--- src/pkg/gde_pkg.sv ---
// Register map and field layout of the dual-edge pad I/O logic
package gde_pkg;
  // ----------------------------------------
  // Register offsets
  // ----------------------------------------
  localparam logic [7:0] GDE_CFG_OFS = 8'h00;
  localparam logic [7:0] GDE_STAT_OFS = 8'h04;
  // ----------------------------------------
  // Configuration fields
  // ----------------------------------------
  localparam int GDE_CFG_IN_REG = 0;
  localparam int GDE_CFG_OUT_REG = 1;
  localparam int GDE_CFG_OE_REG = 2;
  localparam int GDE_CFG_IN_FALL = 3;
  localparam int GDE_CFG_OUT_FALL = 4;
  localparam int GDE_CFG_OE_FALL = 5;
  localparam int GDE_CFG_DUAL = 6;
  localparam int GDE_CFG_RESYNC = 7;
  localparam int GDE_CFG_INVERT = 8;
  localparam int GDE_CFG_ROUTE_LSB = 9;
  localparam int GDE_CFG_W = 11;
  localparam logic [10:0] GDE_CFG_RST = 11'h000;
  // ----------------------------------------
  // Bypass routes
  // ----------------------------------------
  typedef enum logic [1:0] {
    GDE_RT_CLOCK = 2'h0,
    GDE_RT_CONTROL = 2'h1,
    GDE_RT_SYNTH = 2'h2,
    GDE_RT_CAMERA = 2'h3
  } gde_route_t;
  // ----------------------------------------
  // Status fields
  // ----------------------------------------
  localparam int GDE_ST_PAD_IN = 0;
  localparam int GDE_ST_PAD_OE = 1;
  localparam int GDE_ST_PAD_OUT = 2;
  localparam int GDE_ST_CAP_LSB = 3;
  localparam int GDE_ST_DUAL_ON = 5;
endpackage

--- src/logic/gde_io_logic.sv ---
// Dual-edge pad I/O logic with register port and bypass input routing
//
// Chosen here: the address-and-strobe port and the register offsets.
`timescale 1ns/10ps
// Function
// - capture bit0 normal input; dual: rise/fall
// - drive bit0 normal; dual: rise/fall halves
// - bypass path registered once on core clock, routed to global nets or reference inputs
// - drive enable optionally registered before pad
// - output and enable registers use launch clock
// - capture registers use separate capture clock
// - dual mode samples both edges, 2-bit words
// - normal dual mode hands values per edge
// - resync dual mode exchanges on rising only
// - resync falling value delayed half cycle
// - single-ended differential pads lack dual mode
// - paths optional registers, selectable trigger edge
// - output register can invert pad value
module gde_io_logic #(
  parameter bit SE_DIFF_PAD = 1'b0
) (
  // Clock, reset, enable
  input wire logic core_clk,
  input wire logic reset,
  input wire logic ce,
  // Register port
  input wire logic [7:0] reg_addr,
  input wire logic [31:0] reg_wdata,
  input wire logic reg_wr,
  input wire logic reg_rd,
  output logic [31:0] reg_rdata,
  // Core clocks, sampled as levels
  input wire logic capture_clock,
  input wire logic launch_clock,
  // Core data
  input wire logic [1:0] drive_data,
  input wire logic drive_enable,
  output logic [1:0] capture_data,
  // Bypass destinations
  output logic global_clock_net,
  output logic global_control_net,
  output logic synth_reference_in,
  output logic camera_link_reference_in,
  // Pad
  input wire logic pad_in,
  output logic pad_out,
  output logic pad_oe
);

  // ----------------------------------------
  // Edge decode
  // ----------------------------------------
  function automatic logic edge_hit(input logic on_fall, input logic rise, input logic fall);
    edge_hit = on_fall ? fall : rise;
  endfunction

  logic [10:0] cfg_reg, cfg_next;
  logic [31:0] rdata_reg, rdata_next;
  logic cap_prev_reg, cap_prev_next;
  logic lau_prev_reg, lau_prev_next;
  logic [1:0] cap_reg, cap_next;
  logic fall_hold_reg, fall_hold_next;
  logic out_hold_reg, out_hold_next;
  logic out_reg, out_next;
  logic oe_reg, oe_next;
  logic [3:0] byp_reg, byp_next;
  logic cap_rise, cap_fall, lau_rise, lau_fall;
  logic dual_on, resync;

  assign cap_rise = capture_clock & ~cap_prev_reg;
  assign cap_fall = ~capture_clock & cap_prev_reg;
  assign lau_rise = launch_clock & ~lau_prev_reg;
  assign lau_fall = ~launch_clock & lau_prev_reg;
  assign dual_on = cfg_reg[gde_pkg::GDE_CFG_DUAL] & ~SE_DIFF_PAD;
  assign resync = cfg_reg[gde_pkg::GDE_CFG_RESYNC];

  // ----------------------------------------
  // Register port
  // ----------------------------------------
  always_comb begin
    cfg_next = cfg_reg;
    rdata_next = 32'h0000_0000;
    if (reg_wr && reg_addr == gde_pkg::GDE_CFG_OFS) begin
      cfg_next = reg_wdata[10:0];
    end
    if (reg_rd) begin
      unique case (reg_addr)
        gde_pkg::GDE_CFG_OFS: rdata_next = {21'h00_0000, cfg_reg};
        gde_pkg::GDE_STAT_OFS: rdata_next = {26'h000_0000, dual_on, cap_reg,
                                             out_reg, oe_reg, pad_in};
        default: rdata_next = 32'h0000_0000;
      endcase
    end
  end

  always_ff @(posedge core_clk or posedge reset) begin
    if (reset) begin
      cfg_reg <= gde_pkg::GDE_CFG_RST;
      rdata_reg <= 32'h0000_0000;
    end else if (ce) begin
      cfg_reg <= cfg_next;
      rdata_reg <= rdata_next;
    end
  end

  // ----------------------------------------
  // Input path
  // ----------------------------------------
  always_comb begin
    cap_prev_next = capture_clock;
    cap_next = cap_reg;
    fall_hold_next = fall_hold_reg;
    if (dual_on) begin
      if (resync) begin
        if (cap_fall) begin
          fall_hold_next = pad_in;
        end
        if (cap_rise) begin
          cap_next = {fall_hold_reg, pad_in};
        end
      end else begin
        if (cap_rise) begin
          cap_next[0] = pad_in;
        end
        if (cap_fall) begin
          cap_next[1] = pad_in;
        end
      end
    end else if (cfg_reg[gde_pkg::GDE_CFG_IN_REG]) begin
      if (edge_hit(cfg_reg[gde_pkg::GDE_CFG_IN_FALL], cap_rise, cap_fall)) begin
        cap_next = {1'b0, pad_in};
      end
    end else begin
      cap_next = {1'b0, pad_in};
    end
  end

  // Bypass taps the pad before any capture register
  always_comb begin
    byp_next = 4'h0;
    unique case (gde_pkg::gde_route_t'(cfg_reg[gde_pkg::GDE_CFG_ROUTE_LSB +: 2]))
      gde_pkg::GDE_RT_CLOCK: byp_next[0] = pad_in;
      gde_pkg::GDE_RT_CONTROL: byp_next[1] = pad_in;
      gde_pkg::GDE_RT_SYNTH: byp_next[2] = pad_in;
      gde_pkg::GDE_RT_CAMERA: byp_next[3] = pad_in;
    endcase
  end

  always_ff @(posedge core_clk or posedge reset) begin
    if (reset) begin
      cap_prev_reg <= 1'b0;
      cap_reg <= 2'h0;
      fall_hold_reg <= 1'b0;
      byp_reg <= 4'h0;
    end else if (ce) begin
      cap_prev_reg <= cap_prev_next;
      cap_reg <= cap_next;
      fall_hold_reg <= fall_hold_next;
      byp_reg <= byp_next;
    end
  end

  // ----------------------------------------
  // Output and enable path
  // ----------------------------------------
  always_comb begin
    lau_prev_next = launch_clock;
    out_next = out_reg;
    out_hold_next = out_hold_reg;
    oe_next = oe_reg;
    if (dual_on) begin
      if (resync) begin
        if (lau_rise) begin
          out_next = drive_data[0] ^ cfg_reg[gde_pkg::GDE_CFG_INVERT];
          out_hold_next = drive_data[1];
        end
        if (lau_fall) begin
          out_next = out_hold_reg ^ cfg_reg[gde_pkg::GDE_CFG_INVERT];
        end
      end else begin
        if (lau_rise) begin
          out_next = drive_data[0] ^ cfg_reg[gde_pkg::GDE_CFG_INVERT];
        end
        if (lau_fall) begin
          out_next = drive_data[1] ^ cfg_reg[gde_pkg::GDE_CFG_INVERT];
        end
      end
    end else if (cfg_reg[gde_pkg::GDE_CFG_OUT_REG]) begin
      if (edge_hit(cfg_reg[gde_pkg::GDE_CFG_OUT_FALL], lau_rise, lau_fall)) begin
        out_next = drive_data[0] ^ cfg_reg[gde_pkg::GDE_CFG_INVERT];
      end
    end else begin
      out_next = drive_data[0];
    end
    if (cfg_reg[gde_pkg::GDE_CFG_OE_REG]) begin
      if (edge_hit(cfg_reg[gde_pkg::GDE_CFG_OE_FALL], lau_rise, lau_fall)) begin
        oe_next = drive_enable;
      end
    end else begin
      oe_next = drive_enable;
    end
  end

  always_ff @(posedge core_clk or posedge reset) begin
    if (reset) begin
      lau_prev_reg <= 1'b0;
      out_reg <= 1'b0;
      out_hold_reg <= 1'b0;
      oe_reg <= 1'b0;
    end else if (ce) begin
      lau_prev_reg <= lau_prev_next;
      out_reg <= out_next;
      out_hold_reg <= out_hold_next;
      oe_reg <= oe_next;
    end
  end

  // ----------------------------------------
  // Outputs
  // ----------------------------------------
  assign reg_rdata = rdata_reg;
  assign capture_data = cap_reg;
  assign global_clock_net = byp_reg[0];
  assign global_control_net = byp_reg[1];
  assign synth_reference_in = byp_reg[2];
  assign camera_link_reference_in = byp_reg[3];
  assign pad_out = out_reg;
  assign pad_oe = oe_reg;
endmodule

--- config.mk ---
export PLATFORM = sky130hd
export DESIGN_NAME = gde_io_logic
export DESIGN_NICKNAME = d
export VERILOG_FILES = /design/src/pkg/gde_pkg.sv /design/src/logic/gde_io_logic.sv
export SDC_FILE = /design/constraint.sdc
export NUM_CORES = 1
export LEC_CHECK = 0
export BUFFER_PORTS_ARGS = -buffer_cell sky130_fd_sc_hd__buf_2
export CAP_MARGIN = 30
export CELL_PAD_IN_SITES_DETAIL_PLACEMENT = 0
export CELL_PAD_IN_SITES_GLOBAL_PLACEMENT = 2
export CORE_MARGIN = 4
export CORE_UTILIZATION = 29
export DETAILED_ROUTE_END_ITERATION = 10
export PLACE_DENSITY = 0.95
export SYNTH_ARGS = -nofsm -noshare
export SYNTH_HDL_FRONTEND = slang
export SYNTH_SLANG_ARGS = --single-unit
--- constraint.sdc ---
create_clock -name core_clk -period 2.2 [get_ports core_clk]
set_input_delay 0.11 -clock core_clk [delete_from_list [all_inputs] [get_ports core_clk]]
set_output_delay 0.11 -clock core_clk [all_outputs]
set_load 0.01 [all_outputs]
== Word level (Yosys, flattened, before mapping) ==
Index checks and enable logic that the tools add are counted.
Cells by class
  muxes and demuxes: 25
  reductions and logical operators: 10
  bitwise logic cells: 11
  equal/unequal tests: 10
Operators by type and width (number)
  11-bit case mux with 2 select lines: 1
  1-bit two-way mux: 18
  4-bit AND reduction: 3
  11-bit two-way mux: 1
  2-bit two-way mux: 5
  3-bit by 1-bit inequality test with 1-bit output (second input constant): 3
  8-bit by 3-bit equality test with 1-bit output (second input constant): 1
  8-bit zero test: 1
  2-bit AND reduction: 3
  1-bit bitwise AND: 4
  2-bit equality test (second input constant): 2
  2-bit by 1-bit inequality test with 1-bit output (second input constant): 2
  1-bit NOT: 4
  3-bit by 2-bit inequality test with 1-bit output (second input constant): 1
  3-bit AND reduction: 1
  1-bit bitwise XOR: 3
  2-bit by 1-bit equality test with 1-bit output (second input constant): 1
  2-bit zero test: 1
  1-bit logical AND: 1
Storage, ports and cells
  flip-flop bits (word level): 55
  bits of input ports: 51
  output and inout port bits: 40
  word-level logic and storage cells: 67

== Depth between registers and ports, before layout ==
Gate-level depths: netlist of the first run.
  depth after elaboration: 6
  gate-level depth with buffers: 5
  gate-level depth less buffers: 4

== Worst setup path after synthesis of the first run ==
OpenSTA, ideal clock, no wires.
  path kind: input to register
  start: in reg_addr[7]
  end: reg cfg_reg[0]
  buffers on the path: 1
  data arrival time: 1429 ps
  required time: 2075 ps
  cell stages on the path: 5
  setup time: 125 ps
  path slack: 646 ps
  path through: or4_4 nor4_4 nand4b_2 buf_6 mux2_4
Between the ends
  word-level cells in the longest chain between the ends: 3
Ends and longest elaborated chain
  from (decl): RTL line gde_io_logic.sv:27  | input wire logic [7:0] reg_addr,
  8-bit zero test: RTL line gde_io_logic.sv:83  | if (reg_wr && reg_addr == gde_pkg::GDE_CFG_OFS) begin
  1-bit logical AND: RTL line gde_io_logic.sv:83
  2-bit AND reduction (no source line)
  to (signal assigned): RTL line gde_io_logic.sv:98  | cfg_reg <= gde_pkg::GDE_CFG_RST;
  to (signal assigned): RTL line gde_io_logic.sv:101  | cfg_reg <= cfg_next;
  to (decl): RTL line gde_io_logic.sv:57  | logic [10:0] cfg_reg, cfg_next;
No other way between the ends.
A chain may end at the register's enable or synchronous reset.

== Final worst setup path of the first run ==
  start: in reg_addr[7]
  end: reg cfg_reg[2]
The elaborated chain is that of the path after synthesis.

==> results of run 1 <==
==> stage by stage <==
step	hold WS [ns]	setup WS (ns)	util (%)	cell area, sq um
2_1_floorplan	0.252	0.646	-	1890
3_3_place_gp	0.230	0.474	34.4	2060
3_5_place_dp	0.227	0.427	34.4	2060
4_1_cts	0.0489	0.727	35.9	2150
5_1_grt	0.0454	0.680	35.9	2150
6_report	0.0589	0.743	35.9	2150
==> worst min-delay path by stage <==
stage | from | end | slack [ns] | depth (start not counted)
after floorplan | reset | byp_reg[0]$_DFFE_PP0P_ | 0.25 | 1
after global placement | reset | cfg_reg[9]$_DFFE_PP0P_ | 0.23 | 3
after detailed placement | reset | reg_rdata[9]$_DFFE_PP0P_ | 0.23 | 3
after CTS | reg_wdata[4] | cfg_reg[4]$_DFFE_PP0P_ | 0.05 | 2
after global routing | reg_wdata[5] | cfg_reg[5]$_DFFE_PP0P_ | 0.05 | 2
final | reg_wdata[4] | cfg_reg[4]$_DFFE_PP0P_ | 0.06 | 2
==> logic make-up (layout without fill, tap and decap cells) <==
logic type             count (synthesis)  count (layout)  synth area share [%]
AND/OR/NAND/NOR                       35              35                  11.4
flip-flops                            34              34                  46.8
buffers and inverters                 30              61                  11.0
multiplexers                          27              27                  18.5
AO/OA/AOI/OAI                         23              23                  10.7
XOR/XNOR                               3               3                  1.45
other                                  1              21                 0.206
==> cell usage in the layout (no fill, tap or decap), drive strengths merged, types with 3 or more instances in the layout <==
| cell | instances |
|---|---|
| clkbuf | 6 |
| nand3b | 3 |
| conb | 21 |
| o2111ai | 3 |
| nor2 | 5 |
| nand2b | 6 |
| dfrtp | 34 |
| mux2i | 5 |
| buf | 51 |
| mux2 | 22 |
| a22o | 5 |
| nand2 | 13 |
| o2bb2ai | 10 |
==> worst register-to-register path, stage by stage, from the launching register on <==
cell	delay, ns
dfrtp_1	0.43
nand2b_1	0.22
o211ai_1	0.22
nand2_1	0.10
mux2_2	0.28
==> timing repair <==
item	in CTS	in global routing
endpoints found under the hold margin	34	0
buffers inserted	0	0
hold buffers	1	0
==> cell type report <==
| class | instances | area, sq um | area share, % |
|---|---|---|---|
| clock buffer | 6 | 82.6 | 3.83 |
| multi-input combinational | 109 | 842 | 39.1 |
| sequential | 34 | 851 | 39.5 |
| inverter | 3 | 11.3 | 0.523 |
| tap | 75 | 93.8 | 4.36 |
| timing repair buffer | 52 | 273 | 12.7 |
==> power groups by stage <==
stage | sequential [uW] | clock [uW] | combinational [uW]
2_1_floorplan | 670 | 0 | 117
3_3_place_gp | 672 | 0 | 146
3_5_place_dp | 672 | 0 | 149
4_1_cts | 660 | 464 | 152
5_1_grt | 663 | 489 | 167
6_report | 660 | 444 | 149
==> layer usage <==
metal	share of wire [%]	track usage, %
met1	45	14.4
met2	45	16.8
met3	8.7	3.41
met4	1.3	3.77
met5	0	0
==> reports/summary.txt, run 1 <==
overall via count from detail_route -> 1261
number of H-tree branching levels -> 2
count leader, synth -> dfrtp_1
wire length after detailed routing -> 4.00 mm
distinct cell type count of the synthesized netlist -> 31
number of hold-slack violations in the final timing report -> 0
overall die area -> 7600 sq um
result of the run -> complete, no violations
required time of the critical path -> 2.36 ns
Buffers & Inverters on Critical Path -> 2
clock net sink count -> 34
core outline area -> 5990 sq um
final number of setup-violating endpoints -> 0
library cell used as clock root buffer -> clkbuf_8
count of unresolved DRC violations after routing -> 0
clock power share -> 35.4%
antenna diode count -> 0
Post-Synthesis Mean Instance Area -> 11.9 sq um
pwr dens -> 582 nW/um^2
initial standard-cell utilization of the core -> 30.3%
unrepaired setup endpoints after global routing -> false
delay of the slowest cell on the worst path -> 0.53 ns
die span in x -> 87.2 microns
Resized cells post-CTS -> 0
number of buffers inserted during clock tree synthesis -> 5
Worst Reg2Reg Path Length in Cells -> 4
final total negative setup slack -> 0 ns
Setup crit start kind -> input port
clock tree from TritonCTS -> yes
maximum count of clock buffers along a single path -> 2
MaxCap Viol Count -> 0
dominant register cell in the synthesized netlist -> dfrtp_1
maximum number of pins on one net before global-route repair -> 35
async set-or-reset flop fraction in the synthesized netlist -> 100%
insertion delay of the later-clocked pin in the worst-skew pair -> 0.28 ns
synthesized cell area -> 1820 sq um
most instantiated cells after synthesis -> 34 x dfrtp_1, 21 x buf_4, 13 x nand2_1, 12 x mux2_2
worst hold path type -> input port to flip-flop
highest-delay cell along the critical path -> or4_4
top-area cell type share of the netlist area -> 46.8%
final net count -> 256
sort of element at the end of the critical path -> flip-flop
dominant cells by area after synthesis -> dfrtp_1 47%, buf_4 8.7%, mux2_4 8.3%, mux2_2 7.4%, o2bb2ai_1 4.8%
first-pass iteration count of the detailed router -> 4
post-synthesis cell type with the largest combined area -> dfrtp_1
ratio of cells with drive above 1 in the final layout -> 40.2%
Remaining Overflow, GRT -> 0
via count of the first global-routing pass -> 1236
crit path cell chain -> buf_2 > or4_4 > nor4_4 > nand4b_2 > buf_4 > mux2_4
post-layout min period -> 1.46 ns
cell count after synthesis -> 153
leakage power -> 0.00110 uW
Sequential Power Share -> 52.7%
EDFF count, synth -> 0
combinational share of power -> 11.9%
count of placed standard cells in the final layout, fillers left out -> 279
P&R area growth vs syn -> 18.5%
DRC violation total after the first TritonRoute iteration -> 32
HPWL after detailed placement -> 3.08 mm
Int Pwr -> 948 uW
Tot Pwr -> 1250 uW
weighted congestion reported at the end of routability-driven placement -> 0.749
family of cells with the greatest summed delay on the critical path -> simple AND/OR/NAND/NOR gates
number of placement rows -> 28
vertical die dimension -> 87.2 microns
antenna viol nets, final -> 0
critical path capture point -> cfg_reg[2]$_DFFE_PP0P_
final clock period utilization by the worst path -> 66.2%
number of buffers inserted by port buffering -> 48
Switch Pwr -> 305 uW
number of gates on the worst path with buffers counted -> 6
endpoint of the lowest-slack register-to-register path -> pad_oe$_DFFE_PP0P_
arrival time worst endpoint -> 1.62 ns
Peak Freq -> 686 MHz
Filler Cells Inserted -> 611
max-slew violation count -> 0
start point of the critical path -> reg_addr[7]
vias per inst -> 4.52
R2R Setup Slk -> 0.85 ns
CP Class -> input port to flip-flop
first-pass GRT wire length -> 6.31 mm
startpoint of the most critical register-to-register path -> lau_prev_reg$_DFFE_PP0P_
post-placement cell count -> 272
sequential cell area fraction in the yosys report -> 46.8%
number of antenna violations at the first check in global routing -> 0
Reg clk slew, reported paths -> 0.06 ns
WL/cell -> 14.3 microns
final worst clock skew -> 0.00238 ns
Yosys warning total -> 0
crit-path max FO -> 11
I/O pin total -> 91
register bit total from synthesis -> 34
Max rail drop VDD -> 309 uV
proportion of total power due to net switching -> 24.3%
GR Util All Layers -> 10.9%
Note: power is estimated with default switching activity, not from simulation.
==> run 2: changes to the inputs <==
- CORE_UTILIZATION: 29 -> 24
- PLACE_DENSITY: 0.95 -> 0.85
- clock period: 2.2 -> 1.3 ns (I/O delays scaled with it)
==> reports/summary.txt, run 2 (synthesis gave the netlist of run 1 again) <==
combinational share of power -> 13.0% (+1.1 points)
crit path cell chain -> buf_6 > or4_4 > nor4_4 > nand4b_2 > buf_4 > mux2_4
DRC violation total after the first TritonRoute iteration -> 51 (+59%)
weighted congestion reported at the end of routability-driven placement -> 0.807 (+7.8%)
first-pass GRT wire length -> 6.80 mm (+7.8%)
die span in x -> 95.0 microns (+9.0%)
number of antenna violations at the first check in global routing -> 0 (unchanged)
antenna viol nets, final -> 0 (unchanged)
vertical die dimension -> 95.0 microns (+9.0%)
I/O pin total -> 91 (unchanged)
initial standard-cell utilization of the core -> 24.9% (-5.4 points)
worst hold path startpoint -> drive_enable
number of buffers inserted by port buffering -> 48 (unchanged)
unrepaired setup endpoints after global routing -> true
family of cells with the greatest summed delay on the critical path -> simple AND/OR/NAND/NOR gates
Filler Cells Inserted -> 802 (+31%)
via count of the first global-routing pass -> 1335 (+8.0%)
most common cell after layout, fill and taps aside -> buf_2
sort of element at the end of the critical path -> flip-flop
ratio of cells with drive above 1 in the final layout -> 45.4% (+5.2 points)
worst hold path type -> input port to flip-flop
first-pass iteration count of the detailed router -> 4 (unchanged)
wire length after detailed routing -> 4.39 mm (+9.8%)
result of the run -> finished with violations
Reg clk slew, reported paths -> 0.07 ns (about the same)
final net count -> 266 (+3.9%)
Peak Freq -> 728 MHz
CP Class -> input port to flip-flop
required time of the critical path -> 1.47 ns (-0.89 ns)
GR Util All Layers -> 10.2% (-0.72 points)
Setup crit start kind -> input port
max-slew violation count -> 0 (unchanged)
crit-path max FO -> 4 (-7)
final hold slack -> 0.00557 ns (-0.0534 ns)
Setup Fix Bufs, Post-CTS -> 0 (unchanged)
Int Pwr -> 1650 uW (+74%)
clock net sink count -> 34 (unchanged)
delay of the slowest cell on the worst path -> 0.53 ns (about the same)
post-placement cell count -> 306 (+13%)
highest-delay cell along the critical path -> or4_4
total area of sequential cells -> 852 sq um (+0.15%)
Layout Utilization -> 31.5% (-4.4 points)
Switch Pwr -> 571 uW (+87%)
HPWL after detailed placement -> 3.41 mm (+11%)
core outline area -> 7290 sq um (+22%)
pwr dens -> 964 nW/um^2 (+66%)
most used cells in the layout excluding fill and tap cells -> 47 x buf_2, 33 x dfrtp_1, 21 x conb_1, 13 x nand2_1
proportion of total power due to net switching -> 25.8% (+1.4 points)
arrival time worst endpoint -> 1.55 ns (-0.07 ns)
number of placement rows -> 31 (+11%)
final clock period utilization by the worst path -> 106%
leakage power -> 0.00117 uW (+6.1%)
overall die area -> 9030 sq um (+19%)
count of placed standard cells in the final layout, fillers left out -> 315 (+13%)
antenna diode count -> 0 (unchanged)
final worst clock skew -> 0.00328 ns (+0.000902 ns)
area taken by multi-input logic gates -> 863 sq um (+2.5%)
number of H-tree branching levels -> 2 (unchanged)
MaxCap Viol Count -> 0 (unchanged)
Sequential Power Share -> 50.3% (-2.4 points)
pre-CTS worst setup slack -> -0.393 ns (-0.820 ns)
clock power share -> 36.7% (+1.3 points)
startpoint of the most critical register-to-register path -> cfg_reg[6]$_DFFE_PP0P_
Remaining Overflow, GRT -> 0 (unchanged)
count of unresolved DRC violations after routing -> 0 (unchanged)
clock tree from TritonCTS -> yes
vias per inst -> 4.13 (-8.6%)
Buffers & Inverters on Critical Path -> 2 (unchanged)
final number of setup-violating endpoints -> 11 (+11)
post-layout min period -> 1.37 ns
maximum number of pins on one net before global-route repair -> 35 (unchanged)
number of hold-slack violations in the final timing report -> 0 (unchanged)
overall via count from detail_route -> 1301 (+3.2%)
maximum count of clock buffers along a single path -> 2 (unchanged)
setup ws final -> -0.0746 ns (-0.818 ns)
violated checks -> negative setup slack
number of buffers inserted during clock tree synthesis -> 5 (unchanged)
library cell used as clock root buffer -> clkbuf_8
WL/cell -> 13.9 microns (-2.8%)
Max rail drop VDD -> 378 uV (+22%)
insertion delay of the later-clocked pin in the worst-skew pair -> 0.29 ns (about the same)
start point of the critical path -> reg_addr[7]
P&R area growth vs syn -> 26.6%
[run 2: cell types whose count changed in the layout (fill, tap and decap cells not counted), moves of 2 or more]
| cell | delta |
|---|---|
| buf_4 | +9 |
| buf_6 | +2 |
| nand2b_1 | -2 |
| nand2b_4 | +2 |
[run 2: power groups by stage]
stage | logic, uW | clock network, uW | registers [uW]
after floorplan | 197 | 0 | 1130
after global placement | 275 | 0 | 1130
after detailed placement | 278 | 0 | 1130
after CTS | 283 | 836 | 1110
after global routing | 322 | 886 | 1120
final | 289 | 813 | 1120
[run 2: cell type report]
type | instances | area share [%]
tap | 99 | 5.39
sequential | 34 | 37.1
clock inverter | 1 | 0.218
inverter | 3 | 0.490
clock buffer | 7 | 3.75
timing repair buffer | 62 | 15.6
multi-input combinational | 109 | 37.5
[run 2: through the flow]
stage,setup TNS [ns],total power (uW),instance area (sq um)
after CTS,-0.559,2230,2280
after detailed placement,-5.96,1410,2170
after global placement,-5.77,1410,2170
after floorplan,-2.12,1330,1890
after global routing,-1.12,2330,2300
final,-0.681,2220,2300
[run 2: worst paths after layout]
check                                         endpoint  slack (ns)  depth (start not counted)
max                             cfg_reg[7]$_DFFE_PP0P_       -0.07                          6
min                                 pad_oe$_DFFE_PP0P_       0.006                          2
max reg2reg                capture_data[0]$_DFFE_PP0P_        0.08                          4
min reg2reg                     byp_reg[2]$_DFFE_PP0P_        0.49                          1
max in group asynchronous       cfg_reg[7]$_DFFE_PP0P_        0.55                          4
min in group asynchronous       byp_reg[1]$_DFFE_PP0P_        0.42                          4
[run 2: what timing repair did]
action                                  4_1_cts  5_1_grt
hold endpoints to repair                     34        0
hold buffers                                  1        0
endpoints found under the setup margin       11       15
resized for setup                             2        5
[run 2: per-layer routing]
metal	up-vias	part of all wire, %	track usage [%]
met5	-	0	0
met4	0	1.4	3.73
met3	7	6.1	2.95
met2	42	46	15.5
met1	622	47	13.6
li1	630	-	-
